### config.mk
export PLATFORM = sky130hd
export DESIGN_NAME = acfm_matcher
export DESIGN_NICKNAME = d
export VERILOG_FILES = /design/src/acfm_pkg.sv /design/src/acfm_port_if.sv /design/src/acfm_port_cmp.sv /design/src/acfm_flag_cmp.sv /design/src/acfm_matcher.sv
export SDC_FILE = /design/constraint.sdc
export NUM_CORES = 1
export LEC_CHECK = 0
export ABC_AREA = 1
export CORE_ASPECT_RATIO = 1.1
export CORE_MARGIN = 4
export CORE_UTILIZATION = 31
export CTS_BUF_LIST = sky130_fd_sc_hd__clkbuf_16
export DETAILED_ROUTE_END_ITERATION = 7
export DONT_BUFFER_PORTS = 1
export GPL_TIMING_DRIVEN = 0
export HOLD_SLACK_MARGIN = 0.1
export RECOVER_POWER = 100
export SLEW_MARGIN = 20
export SYNTH_ARGS = -nofsm -noshare
export SYNTH_HDL_FRONTEND = slang
export SYNTH_SLANG_ARGS = --single-unit
### constraint.sdc
create_clock -name ref_clk -period 2.05 [get_ports ref_clk]
set_clock_uncertainty 0.2 [all_clocks]
set_input_delay 0.1025 -clock ref_clk [delete_from_list [all_inputs] [get_ports ref_clk]]
set_output_delay 0.1025 -clock ref_clk [all_outputs]
set_load 0.01 [all_outputs]
### src/acfm_pkg.sv
/*
  Constants shared by the IPv6 access control entry matcher: register
  offsets, field positions, reset values and the criterion mode codes.
  Assumes nothing of its surroundings.
*/
package acfm_pkg;

  // ----------------------------------------------------------------
  // Register byte offsets
  // ----------------------------------------------------------------
  localparam logic [7:0] OFF_CTRL = 8'h00;
  localparam logic [7:0] OFF_SPORT = 8'h04;
  localparam logic [7:0] OFF_DPORT = 8'h08;
  localparam logic [7:0] OFF_FLAGS = 8'h0c;
  localparam logic [7:0] OFF_TOS = 8'h10;
  localparam logic [7:0] OFF_ICMP = 8'h14;
  localparam logic [7:0] OFF_STAT = 8'h18;

  // ----------------------------------------------------------------
  // Field positions
  // ----------------------------------------------------------------
  localparam int CTRL_EN = 0;
  localparam int CTRL_DENY = 1;
  localparam int CTRL_SRC = 2;
  localparam int CTRL_DST = 4;
  localparam int CTRL_TOS = 6;
  localparam int CTRL_ICMP = 8;
  localparam int CTRL_CODE = 10;
  localparam int CTRL_W = 11;
  localparam int PORT_HI = 16;
  localparam int TOS_PREC = 8;
  localparam int ICMP_LIST = 8;
  localparam int ICMP_CODE = 16;
  localparam int STAT_HIT = 16;
  localparam int STAT_DROP = 17;

  // ----------------------------------------------------------------
  // Reset values
  // ----------------------------------------------------------------
  localparam logic [CTRL_W-1:0] RST_CTRL = 11'h000;
  localparam logic [31:0] RST_PORT = 32'hffff_0000;
  localparam logic [11:0] RST_FLAGS = 12'h000;
  localparam logic [10:0] RST_TOS = 11'h000;
  localparam logic [23:0] RST_ICMP = 24'h00_0000;
  localparam logic [15:0] RST_CNT = 16'h0000;

  // ----------------------------------------------------------------
  // Mode codes
  // ----------------------------------------------------------------
  localparam logic [1:0] PM_ANY = 2'h0;
  localparam logic [1:0] PM_SINGLE = 2'h1;
  localparam logic [1:0] PM_RANGE = 2'h2;
  localparam logic [1:0] FM_DC = 2'h0;
  localparam logic [1:0] FM_SET = 2'h1;
  localparam logic [1:0] FM_UNSET = 2'h2;
  localparam logic [1:0] TM_ANY = 2'h0;
  localparam logic [1:0] TM_DSCP = 2'h1;
  localparam logic [1:0] TM_PREC = 2'h2;
  localparam logic [1:0] IM_ANY = 2'h0;
  localparam logic [1:0] IM_LIST = 2'h1;
  localparam logic [1:0] IM_PROTO = 2'h2;

  // Predefined list of ICMP types, selected by a 3-bit index.
  localparam logic [7:0] ICMP_TAB [8] = '{8'h01, 8'h02, 8'h03, 8'h04,
                                         8'h80, 8'h81, 8'h85, 8'h87};

  typedef enum logic [1:0] {ACFM_IDLE, ACFM_WR, ACFM_RD} acfm_bus_t;

endpackage

### src/acfm_port_if.sv
/*
  Carrier between the matcher and one layer-4 port comparator.
  Assumes the matcher drives the criterion and the comparator the result.
*/
`timescale 1ns/1ps
interface acfm_port_if;
  logic [1:0] mode;
  logic [15:0] lo;
  logic [15:0] hi;
  logic [15:0] val;
  logic ok;
  modport ctl (output mode, output lo, output hi, output val, input ok);
  modport cmp (input mode, input lo, input hi, input val, output ok);
endinterface

### src/acfm_port_cmp.sv
/*
  Layer-4 port criterion: any, single value or inclusive range.
  Assumes configuration and frame port arrive on the same clock.
*/
`timescale 1ns/1ps
module acfm_port_cmp (
  acfm_port_if.cmp p
);

  always_comb begin
    case (p.mode)
      acfm_pkg::PM_ANY: p.ok = 1'b1;
      acfm_pkg::PM_SINGLE: p.ok = (p.val == p.lo);
      acfm_pkg::PM_RANGE: p.ok = (p.val >= p.lo) && (p.val <= p.hi);
      default: p.ok = 1'b0;
    endcase
  end

endmodule // acfm_port_cmp

### src/acfm_flag_cmp.sv
/*
  TCP flag criteria, two mode bits per flag, URG in the top pair down to
  FIN in the bottom pair. Assumes flags[5:0] is URG,ACK,PSH,RST,SYN,FIN.
*/
`timescale 1ns/1ps
module acfm_flag_cmp (
  input wire logic [11:0] cfg,
  input wire logic [5:0] flags,
  input wire logic is_tcp,
  output logic ok
);

  logic [5:0] bit_ok;
  logic [5:0] dc;

  genvar i;
  generate
    for (i = 0; i < 6; i++) begin : g_flag
      assign dc[i] = (cfg[2*i+1:2*i] == acfm_pkg::FM_DC);
      assign bit_ok[i] = dc[i] ||
        (cfg[2*i+1:2*i] == acfm_pkg::FM_SET && flags[i]) ||
        (cfg[2*i+1:2*i] == acfm_pkg::FM_UNSET && !flags[i]);
    end
  endgenerate

  // A non-TCP frame only passes when every flag is don't-care.
  assign ok = (&bit_ok) && (is_tcp || (&dc));

endmodule // acfm_flag_cmp

### src/acfm_matcher.sv
/*
  One IPv6 access control entry: configuration registers on an AHB-Lite
  slave, the per-field comparators and the registered hit and action.
  Assumes the frame fields come from the ingress parser on ref_clk, held
  for the one cycle in which frm_valid is high.
*/
`timescale 1ns/1ps
module acfm_matcher (
  input wire logic ref_clk,
  input wire logic arst_n,
  input wire logic hsel,
  input wire logic [31:0] haddr,
  input wire logic [1:0] htrans,
  input wire logic hwrite,
  input wire logic [2:0] hsize,
  input wire logic [31:0] hwdata,
  input wire logic hready,
  output logic [31:0] hrdata,
  output logic hreadyout,
  output logic hresp,
  input wire logic frm_valid,
  input wire logic [15:0] frm_sport,
  input wire logic [15:0] frm_dport,
  input wire logic [5:0] frm_flags,
  input wire logic [7:0] frm_tclass,
  input wire logic [7:0] frm_icmp_type,
  input wire logic [7:0] frm_icmp_code,
  input wire logic frm_is_tcp,
  input wire logic frm_is_icmp,
  output logic res_valid,
  output logic res_hit,
  output logic res_forward,
  output logic res_learn,
  output logic res_drop
);

  // ----------------------------------------------------------------
  // Configuration and status storage
  // ----------------------------------------------------------------
  logic [acfm_pkg::CTRL_W-1:0] ctrl_r;
  logic [31:0] sport_r;
  logic [31:0] dport_r;
  logic [11:0] flags_r;
  logic [10:0] tos_r;
  logic [23:0] icmp_r;
  logic [15:0] hit_cnt_r;
  logic last_hit_r;
  logic last_drop_r;

  // ----------------------------------------------------------------
  // Bus slave state
  // ----------------------------------------------------------------
  acfm_pkg::acfm_bus_t bus_r;
  logic [7:0] addr_r;
  logic [31:0] hrdata_r;
  logic hreadyout_r;
  logic take;
  logic wr_en;
  logic [31:0] rd_nxt;

  // ----------------------------------------------------------------
  // Result registers
  // ----------------------------------------------------------------
  logic res_valid_r;
  logic res_hit_r;
  logic res_forward_r;
  logic res_learn_r;
  logic res_drop_r;

  // ----------------------------------------------------------------
  // Bus address phase
  // ----------------------------------------------------------------
  // Only NONSEQ and SEQ carry a transfer; IDLE and BUSY are ignored.
  assign take = hsel && hready && htrans[1];
  assign wr_en = (bus_r == acfm_pkg::ACFM_WR);

  always_ff @(posedge ref_clk or negedge arst_n) begin
    if (!arst_n) begin
      bus_r <= acfm_pkg::ACFM_IDLE;
    end else if (take) begin
      bus_r <= hwrite ? acfm_pkg::ACFM_WR : acfm_pkg::ACFM_RD;
    end else if (hreadyout_r) begin
      bus_r <= acfm_pkg::ACFM_IDLE;
    end
  end

  always_ff @(posedge ref_clk or negedge arst_n) begin
    if (!arst_n) begin
      addr_r <= 8'h00;
    end else if (take) begin
      addr_r <= haddr[7:0];
    end
  end

  // Reads take one wait state so that the data are sampled after any
  // write still in its data phase has landed.
  always_ff @(posedge ref_clk or negedge arst_n) begin
    if (!arst_n) begin
      hreadyout_r <= 1'b1;
    end else if (take && !hwrite) begin
      hreadyout_r <= 1'b0;
    end else begin
      hreadyout_r <= 1'b1;
    end
  end

  always_ff @(posedge ref_clk or negedge arst_n) begin
    if (!arst_n) begin
      hrdata_r <= 32'h0000_0000;
    end else if (bus_r == acfm_pkg::ACFM_RD && !hreadyout_r) begin
      hrdata_r <= rd_nxt;
    end
  end

  // ----------------------------------------------------------------
  // Register writes
  // ----------------------------------------------------------------
  always_ff @(posedge ref_clk or negedge arst_n) begin
    if (!arst_n) begin
      ctrl_r <= acfm_pkg::RST_CTRL;
    end else if (wr_en && addr_r == acfm_pkg::OFF_CTRL) begin
      ctrl_r <= hwdata[acfm_pkg::CTRL_W-1:0];
    end
  end

  always_ff @(posedge ref_clk or negedge arst_n) begin
    if (!arst_n) begin
      sport_r <= acfm_pkg::RST_PORT;
    end else if (wr_en && addr_r == acfm_pkg::OFF_SPORT) begin
      sport_r <= hwdata;
    end
  end

  always_ff @(posedge ref_clk or negedge arst_n) begin
    if (!arst_n) begin
      dport_r <= acfm_pkg::RST_PORT;
    end else if (wr_en && addr_r == acfm_pkg::OFF_DPORT) begin
      dport_r <= hwdata;
    end
  end

  always_ff @(posedge ref_clk or negedge arst_n) begin
    if (!arst_n) begin
      flags_r <= acfm_pkg::RST_FLAGS;
    end else if (wr_en && addr_r == acfm_pkg::OFF_FLAGS) begin
      flags_r <= hwdata[11:0];
    end
  end

  always_ff @(posedge ref_clk or negedge arst_n) begin
    if (!arst_n) begin
      tos_r <= acfm_pkg::RST_TOS;
    end else if (wr_en && addr_r == acfm_pkg::OFF_TOS) begin
      tos_r <= hwdata[10:0];
    end
  end

  always_ff @(posedge ref_clk or negedge arst_n) begin
    if (!arst_n) begin
      icmp_r <= acfm_pkg::RST_ICMP;
    end else if (wr_en && addr_r == acfm_pkg::OFF_ICMP) begin
      icmp_r <= hwdata[23:0];
    end
  end

  // ----------------------------------------------------------------
  // Register reads
  // ----------------------------------------------------------------
  // Bits above each register's width and unmapped offsets read zero.
  always_comb begin
    rd_nxt = 32'h0000_0000;
    case (addr_r)
      acfm_pkg::OFF_CTRL: rd_nxt[acfm_pkg::CTRL_W-1:0] = ctrl_r;
      acfm_pkg::OFF_SPORT: rd_nxt = sport_r;
      acfm_pkg::OFF_DPORT: rd_nxt = dport_r;
      acfm_pkg::OFF_FLAGS: rd_nxt[11:0] = flags_r;
      acfm_pkg::OFF_TOS: rd_nxt[10:0] = tos_r;
      acfm_pkg::OFF_ICMP: rd_nxt[23:0] = icmp_r;
      acfm_pkg::OFF_STAT: begin
        rd_nxt[15:0] = hit_cnt_r;
        rd_nxt[acfm_pkg::STAT_HIT] = last_hit_r;
        rd_nxt[acfm_pkg::STAT_DROP] = last_drop_r;
      end
      default: rd_nxt = 32'h0000_0000;
    endcase
  end

  // ----------------------------------------------------------------
  // Port criteria
  // ----------------------------------------------------------------
  acfm_port_if src_if ();
  acfm_port_if dst_if ();

  assign src_if.mode = ctrl_r[acfm_pkg::CTRL_SRC +: 2];
  assign src_if.lo = sport_r[15:0];
  assign src_if.hi = sport_r[acfm_pkg::PORT_HI +: 16];
  assign src_if.val = frm_sport;
  assign dst_if.mode = ctrl_r[acfm_pkg::CTRL_DST +: 2];
  assign dst_if.lo = dport_r[15:0];
  assign dst_if.hi = dport_r[acfm_pkg::PORT_HI +: 16];
  assign dst_if.val = frm_dport;

  acfm_port_cmp u_src (
    .p (src_if.cmp)
  );

  acfm_port_cmp u_dst (
    .p (dst_if.cmp)
  );

  // ----------------------------------------------------------------
  // TCP flag criteria
  // ----------------------------------------------------------------
  logic flags_ok;

  acfm_flag_cmp u_flags (
    .cfg (flags_r),
    .flags (frm_flags),
    .is_tcp (frm_is_tcp),
    .ok (flags_ok)
  );

  // ----------------------------------------------------------------
  // Type of service criterion
  // ----------------------------------------------------------------
  logic tos_ok;

  always_comb begin
    case (ctrl_r[acfm_pkg::CTRL_TOS +: 2])
      acfm_pkg::TM_ANY: tos_ok = 1'b1;
      acfm_pkg::TM_DSCP: tos_ok = (frm_tclass[7:2] == tos_r[5:0]);
      acfm_pkg::TM_PREC: tos_ok = (frm_tclass[7:5] == tos_r[acfm_pkg::TOS_PREC +: 3]);
      default: tos_ok = 1'b0;
    endcase
  end

  // ----------------------------------------------------------------
  // ICMP criteria
  // ----------------------------------------------------------------
  logic icmp_ok;
  logic code_ok;
  logic [7:0] list_type;

  assign list_type = acfm_pkg::ICMP_TAB[icmp_r[acfm_pkg::ICMP_LIST +: 3]];

  // Non-ICMP frames fail any ICMP criterion that is not don't-care.
  always_comb begin
    case (ctrl_r[acfm_pkg::CTRL_ICMP +: 2])
      acfm_pkg::IM_ANY: icmp_ok = 1'b1;
      acfm_pkg::IM_LIST: icmp_ok = frm_is_icmp && (frm_icmp_type == list_type);
      acfm_pkg::IM_PROTO: icmp_ok = frm_is_icmp && (frm_icmp_type == icmp_r[7:0]);
      default: icmp_ok = 1'b0;
    endcase
  end

  always_comb begin
    if (!ctrl_r[acfm_pkg::CTRL_CODE]) begin
      code_ok = 1'b1;
    end else begin
      code_ok = frm_is_icmp && (frm_icmp_code == icmp_r[acfm_pkg::ICMP_CODE +: 8]);
    end
  end

  // ----------------------------------------------------------------
  // Hit and action
  // ----------------------------------------------------------------
  logic hit;
  logic deny;

  assign hit = ctrl_r[acfm_pkg::CTRL_EN] && src_if.ok && dst_if.ok && flags_ok &&
               tos_ok && icmp_ok && code_ok;
  assign deny = ctrl_r[acfm_pkg::CTRL_DENY];

  // A miss asserts neither forward nor drop; the verdict is left to
  // other entries or the default policy.
  always_ff @(posedge ref_clk or negedge arst_n) begin
    if (!arst_n) begin
      res_valid_r <= 1'b0;
      res_hit_r <= 1'b0;
      res_forward_r <= 1'b0;
      res_learn_r <= 1'b0;
      res_drop_r <= 1'b0;
    end else begin
      res_valid_r <= frm_valid;
      res_hit_r <= frm_valid && hit;
      res_forward_r <= frm_valid && hit && !deny;
      res_learn_r <= frm_valid && hit && !deny;
      res_drop_r <= frm_valid && hit && deny;
    end
  end

  // ----------------------------------------------------------------
  // Status
  // ----------------------------------------------------------------
  always_ff @(posedge ref_clk or negedge arst_n) begin
    if (!arst_n) begin
      hit_cnt_r <= acfm_pkg::RST_CNT;
    end else if (frm_valid && hit) begin
      hit_cnt_r <= hit_cnt_r + 16'h0001;
    end
  end

  always_ff @(posedge ref_clk or negedge arst_n) begin
    if (!arst_n) begin
      last_hit_r <= 1'b0;
      last_drop_r <= 1'b0;
    end else if (frm_valid) begin
      last_hit_r <= hit;
      last_drop_r <= hit && deny;
    end
  end

  // ----------------------------------------------------------------
  // Outputs
  // ----------------------------------------------------------------
  assign hrdata = hrdata_r;
  assign hreadyout = hreadyout_r;
  assign hresp = 1'b0;
  assign res_valid = res_valid_r;
  assign res_hit = res_hit_r;
  assign res_forward = res_forward_r;
  assign res_learn = res_learn_r;
  assign res_drop = res_drop_r;

endmodule // acfm_matcher

==> flow_metrics.tcl <==
set metrics [dict create \
    status "finished with violations" \
    violations "negative hold slack, negative setup slack" \
    cts.sinks 187 \
    path_cells "inv_2 -> ha_4 -> nand4_1 -> nor3_2 -> nand4_1 -> nand2_1 -> nand3_2 -> nand2_4 -> nand3_4 -> buf_8 -> o21ai_2 -> nand2_1" \
    die_w_um 184 \
    drive_gt1_share_pct 26.1 \
    syn2layout_area_growth_pct 41.0 \
    viasPerCell 5.33 \
    synth_top_area_cell "dfrtp_1" \
    start_util_pct 31.5 \
    maxSlewHeadroom_pct 52.8 \
    end_kind "register" \
    clockRootBuffer "clkbuf_16" \
    fill_cells 3189 \
    synth_ff_type "dfrtp_1" \
    grt_usage_pct 20.3 \
    insertion_delay_ns 0.46 \
    synth_top_family_by_area "simple AND/OR/NAND/NOR gates" \
    async_flop_share_pct 100 \
    synth_mux_area_share_pct 0.427 \
    post-synth-top-count-cell "nand2_1" \
    gp_congestion 0.916 \
    cts_tree "yes" \
    power_density_nw_per_um2 556 \
    dieArea_um2 37000 \
    fmax_mhz 392 \
    cts_htree_levels 4 \
    critPathMaxFanout 5 \
    synth.avg_cell_area_um2 7.69 \
    syn_area_um2 10500 \
    grt_pass1_vias 9851 \
    slowest_stage "dfstp_2" \
    synth_area_leaders "dfrtp_1 37%, nand2_1 14%, o21ai_0 8.6%" \
    antenna_found_initial 0 \
    clk_pin_slew_ns 0.07 \
    pre_cts_ws_ns -0.633 \
    hold_violations 187 \
    setup_ws_ns -0.500 \
    die_h_um 201 \
    slew_violations 0 \
    tightest_slew_ns 0.709 \
    grt_setup_unrepaired "true" \
    ys_types 41 \
    cellLeakagePower_nw 7.83 \
    drt_iter0_drc 930 \
    cap_violations 0 \
    dr.pass1.iters 5 \
    wl_per_cell_um 20.7 \
    synth_top_area_share_pct 36.5 \
    cts_buffers 17 \
    grt_overflow_total 0 \
    rows 70 \
    synthTopCellsByCount "391 x nand2_1, 209 x inv_1, 181 x o21ai_0" \
    peakVddDrop_v 0.000596 \
    synthXorXnorAreaFrac_pct 0.249 \
    holdBufCountCts 58 \
    final_nets 1736 \
    worstSetupStartpointType "register" \
    synth_cells 1371 \
    synth_fp_nets 1580 \
    max_stage_delay_ns 0.55 \
    grt_pass1_wl_mm 57.7 \
    worstPathArrival_ns 2.69 \
    synth_compound_area_share_pct 15.0 \
    yosys_warnings 0 \
    tns_ns -18.51 \
    core_um2 33500 \
    critPathKind "reg2reg" \
    ant_nets 0 \
    synth-simple-area-share_pct 21.8 \
    pin_count 178 \
    wirelength_mm 40.8 \
    synth_edf_count 0 \
    worstPathRequired_ns 2.19 \
    seq_area_frac_synth_pct 44.8 \
    diodes 0 \
    period_needed_ns 2.55 \
    cts.path.max_buffers 2 \
    hp-class "in2async" \
    drcViolationCount 0 \
    seq_area_um2 4720 \
    min_period_over_period_pct 124 \
    ys_ff_latch 187 \
    hold_ws_ns -0.843 \
    vias 10500 \
    setup_viol 103 \
    grt_max_degree 188 \
    dp_hpwl_mm 27.6 \
    multi_input_area_um2 6170 \
    io_buffers 0 \
    synthAdderAreaFrac_pct 8.30 \
]
where the power goes:
part / switching [mW] / internal [mW] / leakage [nW]
logic: 0.522 / 0.438 / 5.57
registers: 0.119 / 3.81 / 1.98
clock network: 1.65 / 1.72 / 0.289
per-stage QoR:
stage	power, mW	cell area [um2]	util, %	cells
after floorplan	4.34	10600	-	1371
after global placement	4.50	11200	33.4	1803
after detailed placement	4.52	11200	33.4	1803
after CTS	8.10	13600	40.7	1930
after global routing	8.56	14900	44.4	1972
final	8.26	14900	44.4	1972
sequential cells by signal (all words and copies together), names as in the netlist:
signal	count
dport_r	32
hrdata	32
sport_r	32
icmp_r	24
hit_cnt_r	16
flags_r	12
ctrl_r	11
tos_r	11
addr_r	8
bus_r	2
hreadyout	1
last_drop_r	1
last_hit_r	1
res_drop	1
res_hit	1
res_learn	1
res_valid	1
worst paths after layout:
kind / startpoint / end / depth (start not counted) / slack [ns]
max: dport_r[31] / hit_cnt_r[8] / 12 / -0.50
min: arst_n / hrdata[24] / 0 / -0.84
max reg2reg: dport_r[31] / hit_cnt_r[8] / 12 / -0.50
min reg2reg: dport_r[19] / dport_r[19] / 2 / 0.28
max in group asynchronous: arst_n / dport_r[30] / 0 / 2.08
min in group ref_clk: frm_icmp_type[1] / hit_cnt_r[3] / 10 / 0.08
metal layers:
layer,vias up,GRT usage [%],wire [um]
met1,5151,26.9,16400
li1,4781,-,-
met4,0,7.77,1540
met3,100,3.78,3190
met5,-,0,0
met2,471,32.8,19700
repair_timing:
item | CTS | global route
buffers inserted | 34 | 33
cloned | 4 | 13
pin swaps | 23 | 43
setup endpoints to repair | 164 | 175
hold endpoints to repair | 329 | 187
resized for setup | 245 | 278
layout make-up:
| cell class | instances | share of cell area, % |
|---|---|---|
| well taps | 432 | 3.64 |
| inverters | 212 | 5.49 |
| plain buffers | 45 | 3.72 |
| repair buffers | 136 | 10.0 |
| clock buffers | 17 | 2.86 |
| clock inverters | 15 | 1.01 |
| multi-input cells | 928 | 41.5 |
| flip-flops and latches | 187 | 31.8 |
critical path, delay by kind of cell (launching register included):
kind	cells	cell delay [ns]
AND/OR/NAND/NOR	8	1.07
flip-flops	1	0.55
adder cells (fa/ha/maj)	1	0.27
buffers and inverters	2	0.24
AO/OA/AOI/OAI	1	0.11
cell families after synthesis:
logic type	count (synthesis)
AND/OR/NAND/NOR	561
other	1
AO/OA/AOI/OAI	286
XOR/XNOR	3
buffers and inverters	259
multiplexers	4
adder cells (fa/ha/maj)	70
flip-flops	187
cell usage in the layout (no fill, tap or decap), types with 34 or more instances in the layout:
| cell | synthesis | final |
|---|---|---|
| buf_4 | 2 | 39 |
| nand2_1 | 391 | 341 |
| o21ai_1 | 0 | 64 |
| nand3_1 | 54 | 41 |
| inv_1 | 209 | 191 |
| o21ai_0 | 181 | 96 |
| ha_1 | 70 | 53 |
| dlygate4sd3_1 | 0 | 58 |
| dfrtp_1 | 154 | 151 |
| nor2_1 | 65 | 49 |
| buf_6 | 2 | 34 |
No activity file was read; power rests on OpenSTA's default activity.
